==> src/rtl/seq_sync.sv <==
`timescale 1ns/1ps
package seq_pkg;
    localparam int unsigned CLK_HZ           = 100_000_000;
    localparam int unsigned CYC_PER_MS       = CLK_HZ / 1000;
    localparam int unsigned DSP_DELAY_MS     = 230;
    localparam int unsigned HOST_DELAY_MS    = 70;
    localparam int unsigned DSP_DELAY_CYC    = DSP_DELAY_MS * CYC_PER_MS;
    localparam int unsigned HOST_DELAY_CYC   = HOST_DELAY_MS * CYC_PER_MS;
    localparam int unsigned MUTE_LOW_PERIODS = 2;
    localparam int unsigned CNT_W            = 32;
    localparam int unsigned SYNC_W           = 4;
    // Positions inside the synchroniser vector
    localparam int unsigned SY_SUPPLY        = 0;
    localparam int unsigned SY_OSC           = 1;
    localparam int unsigned SY_ELINE         = 2;
    localparam int unsigned SY_EWRITE        = 3;
    localparam logic [3:0]  SYNC_RST         = 4'h0;

    typedef enum logic [1:0] {
        ST_ALL_RESET,
        ST_DSP_UP,
        ST_HOST_UP,
        ST_RUN
    } seq_state_t;
endpackage

module seq_sync
    import seq_pkg::*;
#(
    parameter int unsigned W = SYNC_W
) (
    // Clock and reset
    input  wire logic         clk,
    input  wire logic         rstn,
    // Asynchronous levels in, synchronised levels out
    input  wire logic [W-1:0] d_in,
    output logic      [W-1:0] q_out
);
    logic [W-1:0] meta_r;

    // Two-flop synchroniser; only the second flop is read outside
    always_ff @(posedge clk or negedge rstn) begin
        if (!rstn) begin
            meta_r <= '0;
            q_out  <= '0;
        end else begin
            meta_r <= d_in;
            q_out  <= meta_r;
        end
    end
endmodule
==> src/rtl/power_reset_sequencer.sv <==
`timescale 1ns/1ps
module power_reset_sequencer
    import seq_pkg::*;
#(
    parameter int unsigned DSP_DELAY  = DSP_DELAY_CYC,
    parameter int unsigned HOST_DELAY = HOST_DELAY_CYC
) (
    // Clock and reset
    input  wire logic clk,
    input  wire logic rstn,
    // Supply and oscillator pins
    input  wire logic unregulated_supply,
    input  wire logic seq_osc,
    // Host-driven EEPROM lines
    input  wire logic eeprom_clock_line,
    input  wire logic eeprom_clock_line_write,
    // Reset outputs
    output logic      dsp_reset_n,
    output logic      serial_port_reset,
    output logic      host_cpu_reset_n,
    output logic      outreg_enable_n,
    // Mute outputs
    output logic      output_mute_n,
    output logic      mute_switch_left,
    output logic      mute_switch_right
);
    logic [SYNC_W-1:0] sync_q;
    logic              supply_s;
    logic              osc_s;
    logic              eline_s;
    logic              ewrite_s;
    logic              osc_d_r;
    logic              ewrite_d_r;
    logic              seq_rst_n;
    logic              osc_tick;
    logic              latch_clk_en;
    logic              ewrite_evt;
    seq_state_t        state_r;
    seq_state_t        state_nxt;
    logic [CNT_W-1:0]  dly_cnt_r;
    logic [1:0]        low_cnt_r;
    logic              dly_done;

    // All pins cross into the clk domain first, apart from the raw supply feeding the asynchronous clear
    seq_sync #(
        .W (SYNC_W)
    ) u_sync (
        .clk   (clk),
        .rstn  (rstn),
        .d_in  ({eeprom_clock_line_write, eeprom_clock_line,
                 seq_osc, unregulated_supply}),
        .q_out (sync_q)
    );

    assign supply_s = sync_q[SY_SUPPLY];
    assign osc_s    = sync_q[SY_OSC];
    assign eline_s  = sync_q[SY_ELINE];
    assign ewrite_s = sync_q[SY_EWRITE];

    // Raw supply drop clears the latch without waiting for a clock edge
    assign seq_rst_n = rstn & unregulated_supply;

    // Edge history for oscillator and write strobe
    always_ff @(posedge clk or negedge seq_rst_n) begin
        if (!seq_rst_n) begin
            osc_d_r    <= 1'b0;
            ewrite_d_r <= 1'b0;
        end else begin
            osc_d_r    <= osc_s;
            ewrite_d_r <= ewrite_s;
        end
    end

    // Oscillator rising edge, only while supply is good
    assign osc_tick   = osc_s & ~osc_d_r & supply_s;
    assign ewrite_evt = ewrite_s & ~ewrite_d_r;
    // Line low (pull-down default) lets the tick through; host high stops it
    assign latch_clk_en = osc_tick & ~eline_s;

    // Delay counter restarts at every stage step
    always_ff @(posedge clk or negedge seq_rst_n) begin
        if (!seq_rst_n) begin
            dly_cnt_r <= '0;
        end else if (state_nxt != state_r) begin
            dly_cnt_r <= '0;
        end else if (!dly_done) begin
            dly_cnt_r <= dly_cnt_r + 1'b1;
        end
    end

    always_comb begin
        case (state_r)
            ST_ALL_RESET: dly_done = (dly_cnt_r >= DSP_DELAY);
            ST_DSP_UP:    dly_done = (dly_cnt_r >= HOST_DELAY);
            default:      dly_done = 1'b1;
        endcase
    end

    // Oscillator periods with the line held low, once the host is up
    always_ff @(posedge clk or negedge seq_rst_n) begin
        if (!seq_rst_n) begin
            low_cnt_r <= '0;
        end else if (state_r != ST_HOST_UP || eline_s) begin
            low_cnt_r <= '0;
        end else if (osc_tick && low_cnt_r < 2'(MUTE_LOW_PERIODS)) begin
            low_cnt_r <= low_cnt_r + 1'b1;
        end
    end

    // Each stage feeds the next; steps on the gated oscillator tick, and the last step also on a write strobe or the low count
    always_comb begin
        state_nxt = state_r;
        case (state_r)
            ST_ALL_RESET: begin
                if (latch_clk_en && dly_done) begin
                    state_nxt = ST_DSP_UP;
                end
            end
            ST_DSP_UP: begin
                if (latch_clk_en && dly_done) begin
                    state_nxt = ST_HOST_UP;
                end
            end
            ST_HOST_UP: begin
                // Host holding the line high blocks the tick path here
                if (latch_clk_en || ewrite_evt ||
                    low_cnt_r >= 2'(MUTE_LOW_PERIODS)) begin
                    state_nxt = ST_RUN;
                end
            end
            ST_RUN: state_nxt = ST_RUN;
            default: state_nxt = ST_ALL_RESET;
        endcase
    end

    // Stage latch
    always_ff @(posedge clk or negedge seq_rst_n) begin
        if (!seq_rst_n) begin
            state_r <= ST_ALL_RESET;
        end else if (!supply_s) begin
            state_r <= ST_ALL_RESET;
        end else begin
            state_r <= state_nxt;
        end
    end

    // Registered reset outputs; all assert together on supply drop
    always_ff @(posedge clk or negedge seq_rst_n) begin
        if (!seq_rst_n) begin
            dsp_reset_n       <= 1'b0;
            serial_port_reset <= 1'b1;
            host_cpu_reset_n  <= 1'b0;
            outreg_enable_n   <= 1'b1;
        end else begin
            dsp_reset_n       <= (state_r != ST_ALL_RESET);
            serial_port_reset <= (state_r == ST_ALL_RESET);
            host_cpu_reset_n  <= (state_r == ST_HOST_UP) ||
                                 (state_r == ST_RUN);
            outreg_enable_n   <= !((state_r == ST_HOST_UP) ||
                                   (state_r == ST_RUN));
        end
    end

    // Mute outputs; switches close to ground while the mute is low
    always_ff @(posedge clk or negedge seq_rst_n) begin
        if (!seq_rst_n) begin
            output_mute_n     <= 1'b0;
            mute_switch_left  <= 1'b1;
            mute_switch_right <= 1'b1;
        end else begin
            output_mute_n     <= (state_r == ST_RUN);
            mute_switch_left  <= (state_r != ST_RUN);
            mute_switch_right <= (state_r != ST_RUN);
        end
    end
endmodule

==> config.mk <==
export PLATFORM = sky130hd
export DESIGN_NAME = power_reset_sequencer
export DESIGN_NICKNAME = d
export VERILOG_FILES = /design/src/rtl/seq_sync.sv /design/src/rtl/power_reset_sequencer.sv
export SDC_FILE = /design/constraint.sdc
export NUM_CORES = 1
export LEC_CHECK = 0
export ABC_AREA = 1
export BUFFER_PORTS_ARGS = -buffer_cell sky130_fd_sc_hd__buf_2
export CAP_MARGIN = 5
export CORE_UTILIZATION = 55
export DETAILED_ROUTE_END_ITERATION = 10
export PLACE_DENSITY = 0.79
export SYNTH_ARGS = -nofsm -noshare
export SYNTH_HDL_FRONTEND = slang
export SYNTH_HIERARCHICAL = 1
export SYNTH_SLANG_ARGS = --single-unit
==> constraint.sdc <==
create_clock -name clk -period 2 [get_ports clk]
set_clock_uncertainty 0.2 [all_clocks]
set_input_delay 0.1 -clock clk [delete_from_list [all_inputs] [get_ports clk]]
set_output_delay 0.1 -clock clk [all_outputs]
set_load 0.01 [all_outputs]
==> flow_metrics.tcl, run 1 <==
set metrics [dict create \
    timing_worst_setup_path_type "reg -> reg" \
    fin_nets 469 \
    finalSetupViolCount 9 \
    track_usage 0.254 \
    synth_top_area_frac 0.407 \
    vias_per_cell 5.37 \
    grt_pass1_vias 2653 \
    path_cells "nand2_1 -> nor2_4 -> nand2_1 -> nor2_1 -> nand3_1 -> nand3_2 -> nand2_4 -> clkbuf_16 -> clkbuf_16 -> nand4_1 -> nand2_1" \
    slowest_delay_ns 0.43 \
    initial_core_util 0.582 \
    rr_startpoint "dly_cnt_r[14]$_DFFE_PN0P_" \
    gp_congestion 0.923 \
    clock_sinks 52 \
    critPathLaunchType "flop" \
    min_period_ns 2.06 \
    slew_headroom 0.615 \
    synth.area.top_cells "dfrtp_1 (41%), nand2_1 (14%), nor2_1 (9.0%), inv_1 (7.1%), nand3_1 (4.5%)" \
    rsz0062_at_grt "true" \
    regToRegEndpoint "dly_cnt_r[17]$_DFFE_PN0P_" \
    antenna_cells 0 \
    fin_ws_ns -0.0609 \
    cts-root-buf "clkbuf_8" \
    crit_path_frequent_cell "nand2_1" \
    drt-initial-drc-count 340 \
    min_from "u_sync/meta_r[0]$_DFF_PN0_" \
    vdd_drop_max_mv 0.369 \
    ys_seq_elements 52 \
    yosys.area.top_type "dfrtp_1" \
    fmax_ghz 0.485 \
    drc 0 \
    htree_levels 2 \
    finalNonFillerCells 531 \
    worst_slew_pin_slew_ns 0.577 \
    grt_pass1_wl_um 11600 \
    cts_tree "yes" \
    fin_util 0.707 \
    synthFlopType "dfrtp_1" \
    syn_inst 411 \
    finalHoldViolCount 0 \
    placementRows 26 \
    clock_latency_ns 0.33 \
    synth_edf_count 0 \
    grt_max_degree 45 \
    yosys_warnings 6 \
    arrival_ns 2.08 \
    critPathMaxFanout 7 \
    r2r_cells 11 \
    grt_overflow 0 \
    clockBufferDepth 2 \
    die_x_um 76.0 \
    portBuffers 12 \
    worst-r2r-setup-slack_ns -0.06 \
    dieArea_sq_um 5770 \
    vias 2850 \
    firstDrtPassIters 5 \
    min_to "u_sync/q_out[0]$_DFF_PN0_" \
    register_area_sq_um 1310 \
    wire_per_inst_um 14.0 \
    cts_made_buffers 5 \
    ios 13 \
    die_h_um 76.0 \
    drive_gt1_frac 0.228 \
    antenna_found_initial 0 \
    hp-class "reg -> reg" \
    violations "setup timing" \
    syn2layout_area_growth_pct 21.5 \
    syn_area_per_cell_sq_um 7.32 \
    ys_types 34 \
    power_leakage_nw 1.85 \
    dp_cells 503 \
    num-fill-cells 411 \
    syn_area_sq_um 3010 \
    worst_hold_path.num_cells 0 \
    dp_hpwl_um 4800 \
    cap_violations 0 \
    cts.reportedPaths.clkPinSlew_ns 0.11 \
    drt_wl_total_um 7450 \
    p_per_area_nw_per_um2 483 \
    fin_crit_sh 1.03 \
    async_flop_share 1.00 \
    outcome "finished with violations" \
    core_area_sq_um 5170 \
    synth_fp_nets 420 \
    multiInputGateArea_sq_um 1450 \
    final-max-slew-violation-count 0 \
    crit_required_ns 2.02 \
    ant_nets 0 \
    cp_slowest_cell "dfrtp_1" \
    end_kind "flop" \
    seq_area_frac_synth 0.434 \
]
==> power breakdown <==
group,internal (mW),switching (mW)
combinational,0.0160,0.0311
clock,0.258,0.397
sequential,1.06,0.00345
total,1.33,0.431
==> per-layer routing <==
| metal | share of wire | routed length [um] | up-vias | GRT usage |
|---|---|---|---|---|
| li1 | - | - | 1383 | - |
| met3 | 0.069 | 511 | 36 | 0.0446 |
| met5 | 0 | 0 | - | 0 |
| met2 | 0.49 | 3620 | 122 | 0.436 |
| met4 | 0.041 | 302 | 0 | 0.102 |
| met1 | 0.40 | 3010 | 1309 | 0.317 |
==> synthesized netlist by cell type, types with 5 or more instances <==
| cell | number |
|---|---|
| nand2_1 | 112 |
| inv_2 | 5 |
| nand3_1 | 27 |
| xor2_1 | 6 |
| nand4_1 | 14 |
| dfrtp_1 | 49 |
| buf_4 | 5 |
| o2111ai_1 | 9 |
| nor3_1 | 8 |
| nor2_1 | 72 |
| inv_1 | 57 |
| nand2_2 | 5 |
==> layout make-up <==
class / count / area share
Multi-Input combinational cell: 283 / 0.398
Clock buffer: 5 / 0.0188
Timing Repair Buffer: 55 / 0.128
Inverter: 63 / 0.0647
Tap cell: 70 / 0.0240
Clock inverter: 3 / 0.00753
Sequential cell: 52 / 0.359
==> logic make-up (layout without fill, tap and decap cells) <==
| group | count (synthesis) | in the layout | synth area share |
|---|---|---|---|
| DFF | 52 | 52 | 0.434 |
| adders and majority gates | 3 | 3 | 0.0125 |
| buffers and inverters | 76 | 126 | 0.111 |
| xor gates and xnor gates | 8 | 8 | 0.0233 |
| AOI/OAI and AO/OA | 18 | 18 | 0.0449 |
| and+or+nand+nor | 254 | 254 | 0.375 |
==> through the flow <==
stage / setup WS (ns) / TNS, ns / cell area [sq um] / power [mW] / hold slack [ns]
final: -0.0609 / -0.191 / 3650 / 1.77 / 0.164
after global placement: 0.104 / 0 / 3260 / 1.12 / -0.254
after floorplan: 0.123 / 0 / 3010 / 1.11 / -0.396
after CTS: 0.00711 / 0 / 3410 / 1.78 / 0.165
after global routing: -0.171 / -2.93 / 3650 / 1.81 / 0.172
after detailed placement: 0.0291 / 0 / 3260 / 1.12 / -0.248
==> worst max-delay path, delay by kind of cell, from the launching register on <==
| family | cells | cell delay [ns] |
|---|---|---|
| AND/OR/NAND/NOR | 9 | 0.99 |
| flip-flops | 1 | 0.43 |
| buffers and inverters | 2 | 0.33 |
==> worst max-delay path by stage <==
stage                                 to  slack, ns  cells past startpoint                       from
2_1_floorplan  dly_cnt_r[11]$_DFFE_PN0P_       0.12                      7   low_cnt_r[1]$_DFFE_PN0P_
6_report       dly_cnt_r[17]$_DFFE_PN0P_      -0.06                     11  dly_cnt_r[14]$_DFFE_PN0P_
3_5_place_dp        state_r[0]$_DFF_PN0_       0.03                     11  dly_cnt_r[15]$_DFFE_PN0P_
5_1_grt        dly_cnt_r[17]$_DFFE_PN0P_      -0.17                     11  dly_cnt_r[14]$_DFFE_PN0P_
4_1_cts             state_r[0]$_DFF_PN0_      0.007                     12  dly_cnt_r[23]$_DFFE_PN0P_
3_3_place_gp    dly_cnt_r[7]$_DFFE_PN0P_       0.10                     11  dly_cnt_r[30]$_DFFE_PN0P_
==> cells in the final DEF (no fill, tap or decap), types with 2 or more instances in the layout <==
master / synthesis / final
a21oi_1: 4 / 4
buf_12: 0 / 2
buf_2: 0 / 12
buf_4: 5 / 31
clkbuf_16: 0 / 2
clkbuf_8: 0 / 5
clkinv_1: 1 / 2
dfrtp_1: 49 / 44
dfrtp_2: 0 / 5
dfstp_2: 3 / 3
dlygate4sd3_1: 0 / 6
ha_1: 3 / 3
inv_1: 57 / 55
inv_2: 5 / 6
nand2_1: 112 / 106
nand2_2: 5 / 9
nand2_4: 1 / 3
nand3_1: 27 / 23
nand3_2: 2 / 6
nand4_1: 14 / 14
nor2_1: 72 / 66
nor2_2: 4 / 6
nor2_4: 2 / 6
nor3_1: 8 / 8
nor4_1: 2 / 2
o2111ai_1: 9 / 9
xnor2_1: 2 / 2
xor2_1: 6 / 6
==> timing repair <==
item,4_1_cts,5_1_grt
setup buffers,0,11
gates resized for setup,0,31
endpoints found under the setup margin,0,33
endpoints found under the hold margin,53,0
hold buffers,6,0
==> sequential cells by signal (all words and copies together), names as in the netlist, 2 cells and up <==
signal,flops
state_r,2
u_sync/meta_r,4
low_cnt_r,2
u_sync/q_out,4
dly_cnt_r,32
No activity file was read; power rests on OpenSTA's default activity.
==> run 2: changes to the inputs <==
ABC_AREA = not set   (was 1)
CORE_UTILIZATION = 54   (was 55)
==> flow_metrics.tcl, run 2 <==
set metrics [dict create \
    fmax_ghz 0.396 \
    synth_top_area_frac 0.507 \
    hp-class "reg -> reg" \
    portBuffers 12 \
    layout_commonest_cell "buf_4" \
    end_kind "flop" \
    fin_ws_ns -0.524 \
    synthFlopType "dfrtp_1" \
    ys_types 45 \
    yosys.area.top_type "dfrtp_1" \
    slowest_delay_ns 0.50 \
    yosysMostFrequentCell "dfrtp_1" \
    largest_reg_flops 32 \
    p_int_mw 1.58 \
    drt-initial-drc-count 226 \
    antenna_cells 0 \
    critPathLaunchType "flop" \
    min_from "u_sync/meta_r[1]$_DFF_PN0_" \
    num-fill-cells 221 \
    regToRegEndpoint "dly_cnt_r[10]$_DFFE_PN0P_" \
    cap_violations 0 \
    gp_congestion 0.814 \
    timing_worst_setup_path_type "reg -> reg" \
    core_area_sq_um 4140 \
    final-max-slew-violation-count 0 \
    r2r_cells 7 \
    critPathMaxFanout 7 \
    fin_nets 322 \
    cp_slowest_cell "dfrtp_2" \
    clockBufferDepth 2 \
    switching_power_mw 0.397 \
    clock_sinks 52 \
    path_cells "nor4b_2 -> nand4_1 -> a211oi_4 -> buf_4 -> nor2_4 -> or4_1 -> a21oi_1" \
    worst_hold_path.num_cells 0 \
    ys_seq_elements 52 \
    reg_top3 "dly_cnt_r x32, u_sync/meta_r x4, u_sync/q_out x4" \
    drt_wl_total_um 7740 \
    drc 0 \
    p_per_area_nw_per_um2 576 \
    pre_cts_slack_ns -0.393 \
    rsz0062_at_grt "true" \
    die_x_um 68.9 \
    syn_inst 239 \
    ant_nets 0 \
    wire_per_inst_um 21.3 \
    dieArea_sq_um 4750 \
    synth.area.top_cells "dfrtp_1 (51%), nor2_1 (4.3%), dfstp_2 (3.3%), a21oi_1 (3.1%), inv_1 (2.6%)" \
    cts_made_buffers 5 \
    firstDrtPassIters 5 \
    track_usage 0.308 \
    vdd_drop_max_mv 0.544 \
    crit_required_ns 2.03 \
    grt_overflow 0 \
    fin_crit_sh 1.26 \
    worst_slew_pin_slew_ns 0.521 \
    grt_pass1_wl_um 10300 \
    cts_tree "yes" \
    min_period_ns 2.52 \
    placementRows 23 \
    clock_latency_ns 0.32 \
    die_h_um 68.9 \
    drive_gt1_frac 0.411 \
    htree_levels 2 \
    synth_edf_count 0 \
    power_leakage_nw 1.45 \
    worst-r2r-setup-slack_ns -0.52 \
    pwr-share-comb 0.027 \
    grt_pass1_vias 2149 \
    synth_common_cells "dfrtp_1 (49), nor2_1 (28), inv_1 (17)" \
    ios 13 \
    endpoint "dly_cnt_r[10]$_DFFE_PN0P_" \
    synth_fp_nets 248 \
    pwr-share-clk 0.434 \
    vias 2316 \
    seq_area_frac_synth 0.540 \
    cts-root-buf "clkbuf_8" \
    grt_max_degree 26 \
    antenna_found_initial 0 \
    cts.reportedPaths.clkPinSlew_ns 0.10 \
    final_cell_mix "buf_4 (45), dfrtp_1 (44), nor2_1 (22)" \
    syn2layout_area_growth_pct 42.1 \
    p_total_mw 1.98 \
    initial_core_util 0.584 \
    dp_hpwl_um 3610 \
    p_sw_frac 0.200 \
    vias_per_cell 6.36 \
    syn_area_sq_um 2420 \
    yosys_warnings 6 \
    slew_headroom 0.644 \
    top_register "dly_cnt_r" \
    outcome "finished with violations" \
    seqPwrFrac 0.539 \
    finalHoldViolCount 0 \
    async_flop_share 1.00 \
    rr_startpoint "dly_cnt_r[23]$_DFFE_PN0P_" \
    startpoint "dly_cnt_r[23]$_DFFE_PN0P_" \
    finalSetupViolCount 34 \
    syn_area_per_cell_sq_um 10.1 \
    violations "setup timing" \
    arrival_ns 2.55 \
]
[run 2: cell families (layout without fill, tap and decap cells)]
group	count (synthesis)	after routing	share of synthesized area
xor+xnor	12	12	0.0435
flops	52	52	0.540
buf+inv	28	101	0.0507
compound gates	51	52	0.144
fa+ha+maj	3	3	0.0155
simple gates	93	94	0.206
[run 2: worst min path at each step]
stage	end	slack (ns)
6_report	u_sync/q_out[1]$_DFF_PN0_	0.16
5_1_grt	u_sync/q_out[1]$_DFF_PN0_	0.17
4_1_cts	u_sync/q_out[1]$_DFF_PN0_	0.16
3_5_place_dp	u_sync/q_out[0]$_DFF_PN0_	-0.25
3_3_place_gp	u_sync/q_out[2]$_DFF_PN0_	-0.26
2_1_floorplan	u_sync/meta_r[0]$_DFF_PN0_	-0.40
[run 2: cell type report]
cell class              instances  area [sq um]  area share
flip-flops and latches         52          1310       0.382
multi-input cells             161          1250       0.365
repair buffers                 76           613       0.178
clock buffers                   6          72.6      0.0211
inverters                      17          63.8      0.0186
well taps                      50          62.6      0.0182
clock inverters                 2          60.1      0.0175
[run 2: routing by layer]
metal  part of all wire  routed length (um)  vias up  GRT usage
met3              0.064                 499       47     0.0510
li1                   -                   -      997          -
met1               0.36                2810     1140      0.364
met4              0.052                 400        0      0.148
met2               0.52                4030      132      0.538
met5                  0                   0        -          0
[run 2: power groups by stage]
stage | Combinational [mW] | Clock, mW | Sequential (mW)
2_1_floorplan | 0.0189 | 0 | 1.08
3_3_place_gp | 0.0392 | 0 | 1.09
3_5_place_dp | 0.0405 | 0 | 1.09
4_1_cts | 0.0510 | 0.837 | 1.07
5_1_grt | 0.0583 | 0.894 | 1.07
6_report | 0.0528 | 0.859 | 1.07
[run 2: repair_timing]
item / CTS / global route
buffers inserted: 9 / 3
gates resized for setup: 36 / 25
endpoints found under the setup margin: 34 / 34
hold buffers: 6 / 0
pin swaps: 10 / 14
hold endpoints to repair: 31 / 0
cloned: 1 / 1
[run 2: per-stage QoR]
stage	setup TNS, ns	hold slack (ns)	cells	area [sq um]	utilization
after floorplan	-3.45	-0.396	239	2480	-
after global placement	-9.68	-0.256	336	2880	0.694
after detailed placement	-12.12	-0.248	336	2880	0.694
after CTS	-7.65	0.157	360	3290	0.793
after global routing	-15.18	0.173	364	3440	0.829
final	-13.43	0.161	364	3440	0.829
[run 2: critical path: cells and delay by family (launching register included)]
| kind | cells | cell delay, ns |
|---|---|---|
| AOI/OAI and AO/OA | 2 | 0.44 |
| buffers and inverters | 1 | 0.21 |
| DFF | 1 | 0.50 |
| and+or+nand+nor | 4 | 1.08 |
==> run 3: changes to the inputs <==
CORE_ASPECT_RATIO = 0.8   (was not set)
==> flow_metrics.tcl, run 3 (same netlist as run 2, synthesis figures left out) <==
set metrics [dict create \
    slew_headroom 0.718 \
    fin_ws_ns -0.477 \
    die_x_um 76.8 \
    cts_made_buffers 5 \
    end_kind "flop" \
    die_h_um 61.9 \
    antenna_cells 0 \
    fin_util 0.767 \
    rsz0062_at_grt "true" \
    grt_pass1_wl_um 10600 \
    finalHoldViolCount 0 \
    largest_reg_flops 32 \
    ios 13 \
    placed_area_sq_um 2910 \
    cap_violations 0 \
    top_layer "met4" \
    grt_overflow 0 \
    critPathLaunchType "flop" \
    critPathMaxFanout 14 \
    clock_sinks 52 \
    finalSetupViolCount 34 \
    cts.reportedPaths.clkPinSlew_ns 0.11 \
    outcome "finished with violations" \
    final_cell_mix "dfrtp_1 (47), buf_4 (44), nor2_1 (24)" \
    fin_crit_sh 1.24 \
    worst_slew_pin_slew_ns 0.412 \
    firstDrtPassIters 5 \
    layout_commonest_cell "dfrtp_1" \
    wl_met3_um 368 \
    dp_hpwl_um 3790 \
    reg_top3 "dly_cnt_r x32, u_sync/meta_r x4, u_sync/q_out x4" \
    p_total_mw 1.77 \
    clock_latency_ns 0.32 \
    fin_nets 317 \
    vias 2148 \
    crit_required_ns 2.04 \
    top_register "dly_cnt_r" \
    power_leakage_nw 1.39 \
    portBuffers 12 \
    wire_per_inst_um 18.4 \
    pre_cts_slack_ns -0.571 \
    track_usage 0.307 \
    hp-class "reg -> reg" \
    drc 0 \
    grt_pass1_vias 2158 \
    drt-initial-drc-count 154 \
    clockBufferDepth 2 \
    m1WireLength_um 2760 \
    gp_congestion 0.821 \
    placementRows 21 \
    min_period_ns 2.48 \
    ant_nets 0 \
    arrival_ns 2.52 \
    htree_levels 2 \
    cts-root-buf "clkbuf_8" \
    wl_met2_um 3270 \
    core_area_sq_um 4230 \
    grt_max_degree 45 \
    antenna_found_initial 0 \
    violations "setup timing" \
    fmax_ghz 0.404 \
    vdd_drop_max_mv 0.454 \
    drt_wl_total_um 6730 \
    syn2layout_area_growth_pct 34.2 \
    timing_worst_setup_path_type "reg -> reg" \
    drive_gt1_frac 0.327 \
    dieArea_sq_um 4750 \
    final_area_sq_um 3250 \
    fin_setup_tns_ns -12.71 \
    cts_tree "yes" \
    p_per_area_nw_per_um2 546 \
    initial_core_util 0.572 \
    vias_per_cell 5.87 \
    final-max-slew-violation-count 0 \
]
==> run 3: changes by cell type in the layout (fill, tap and decap cells not counted), moves of 3 or more <==
cell	previous run	this run
a21oi_2	8	4
dfrtp_1	44	47
a21oi_1	7	11
nor3_2	3	0
dfrtp_2	5	2
buf_6	12	9
o21ai_0	5	8
nor3_1	6	10
==> run 3: layout make-up <==
cell class | count | area (sq um)
Fill cell | 268 | 985
Inverter | 17 | 63.8
Tap cell | 57 | 71.3
Clock inverter | 3 | 27.5
Multi-Input combinational cell | 160 | 1130
Timing Repair Buffer | 72 | 572
Clock buffer | 5 | 68.8
Sequential cell | 52 | 1310
==> run 3: per-layer routing <==
layer / GRT usage / vias to the layer above
met5: 0 / -
met3: 0.0788 / 35
met2: 0.520 / 81
met4: 0.214 / 0
met1: 0.357 / 1048
li1: - / 984
==> run 3: repair_timing <==
item | 4_1_cts | 5_1_grt
hold buffers | 6 | 0
resized for setup | 26 | 2
endpoints found under the hold margin | 56 | 0
pin swaps | 8 | 0
setup buffers | 4 | 0
cloned | 1 | 0
endpoints found under the setup margin | 34 | 34
==> run 3: worst paths after layout <==
check                                           start                   endpoint  slack [ns]  depth (start not counted)
min reg2reg                u_sync/meta_r[1]$_DFF_PN0_  u_sync/q_out[1]$_DFF_PN0_        0.16                          0
min in group asynchronous          unregulated_supply  dly_cnt_r[28]$_DFFE_PN0P_        0.25                          4
max reg2reg                 dly_cnt_r[23]$_DFFE_PN0P_   dly_cnt_r[8]$_DFFE_PN0P_       -0.48                          8
min                        u_sync/meta_r[1]$_DFF_PN0_  u_sync/q_out[1]$_DFF_PN0_        0.16                          0
max                         dly_cnt_r[23]$_DFFE_PN0P_   dly_cnt_r[8]$_DFFE_PN0P_       -0.48                          8
max in group asynchronous                        rstn  u_sync/q_out[2]$_DFF_PN0_        0.75                          3
==> run 3: per-stage QoR <==
step / hold slack (ns) / cells
6_report: 0.158 / 366
5_1_grt: 0.170 / 366
4_1_cts: 0.158 / 366
3_5_place_dp: -0.250 / 347
3_3_place_gp: -0.254 / 347
2_1_floorplan: -0.396 / 239
==> run 3: critical path: stages, from the launching register on <==
cell and delay (ns):
dfrtp_2 0.47, nor3_1 0.33, a211oi_2 0.11, buf_4 0.17, a211oi_4 0.20, buf_6 0.21
nor2_4 0.08, or4_1 0.47, a21oi_1 0.17
==> run 3: power breakdown <==
part	leakage (nW)	switching, mW	internal (mW)	total [mW]
Sequential	0.675	0.00530	1.06	1.07
Clock	0.0463	0.390	0.258	0.648
Combinational	0.671	0.0338	0.0238	0.0575
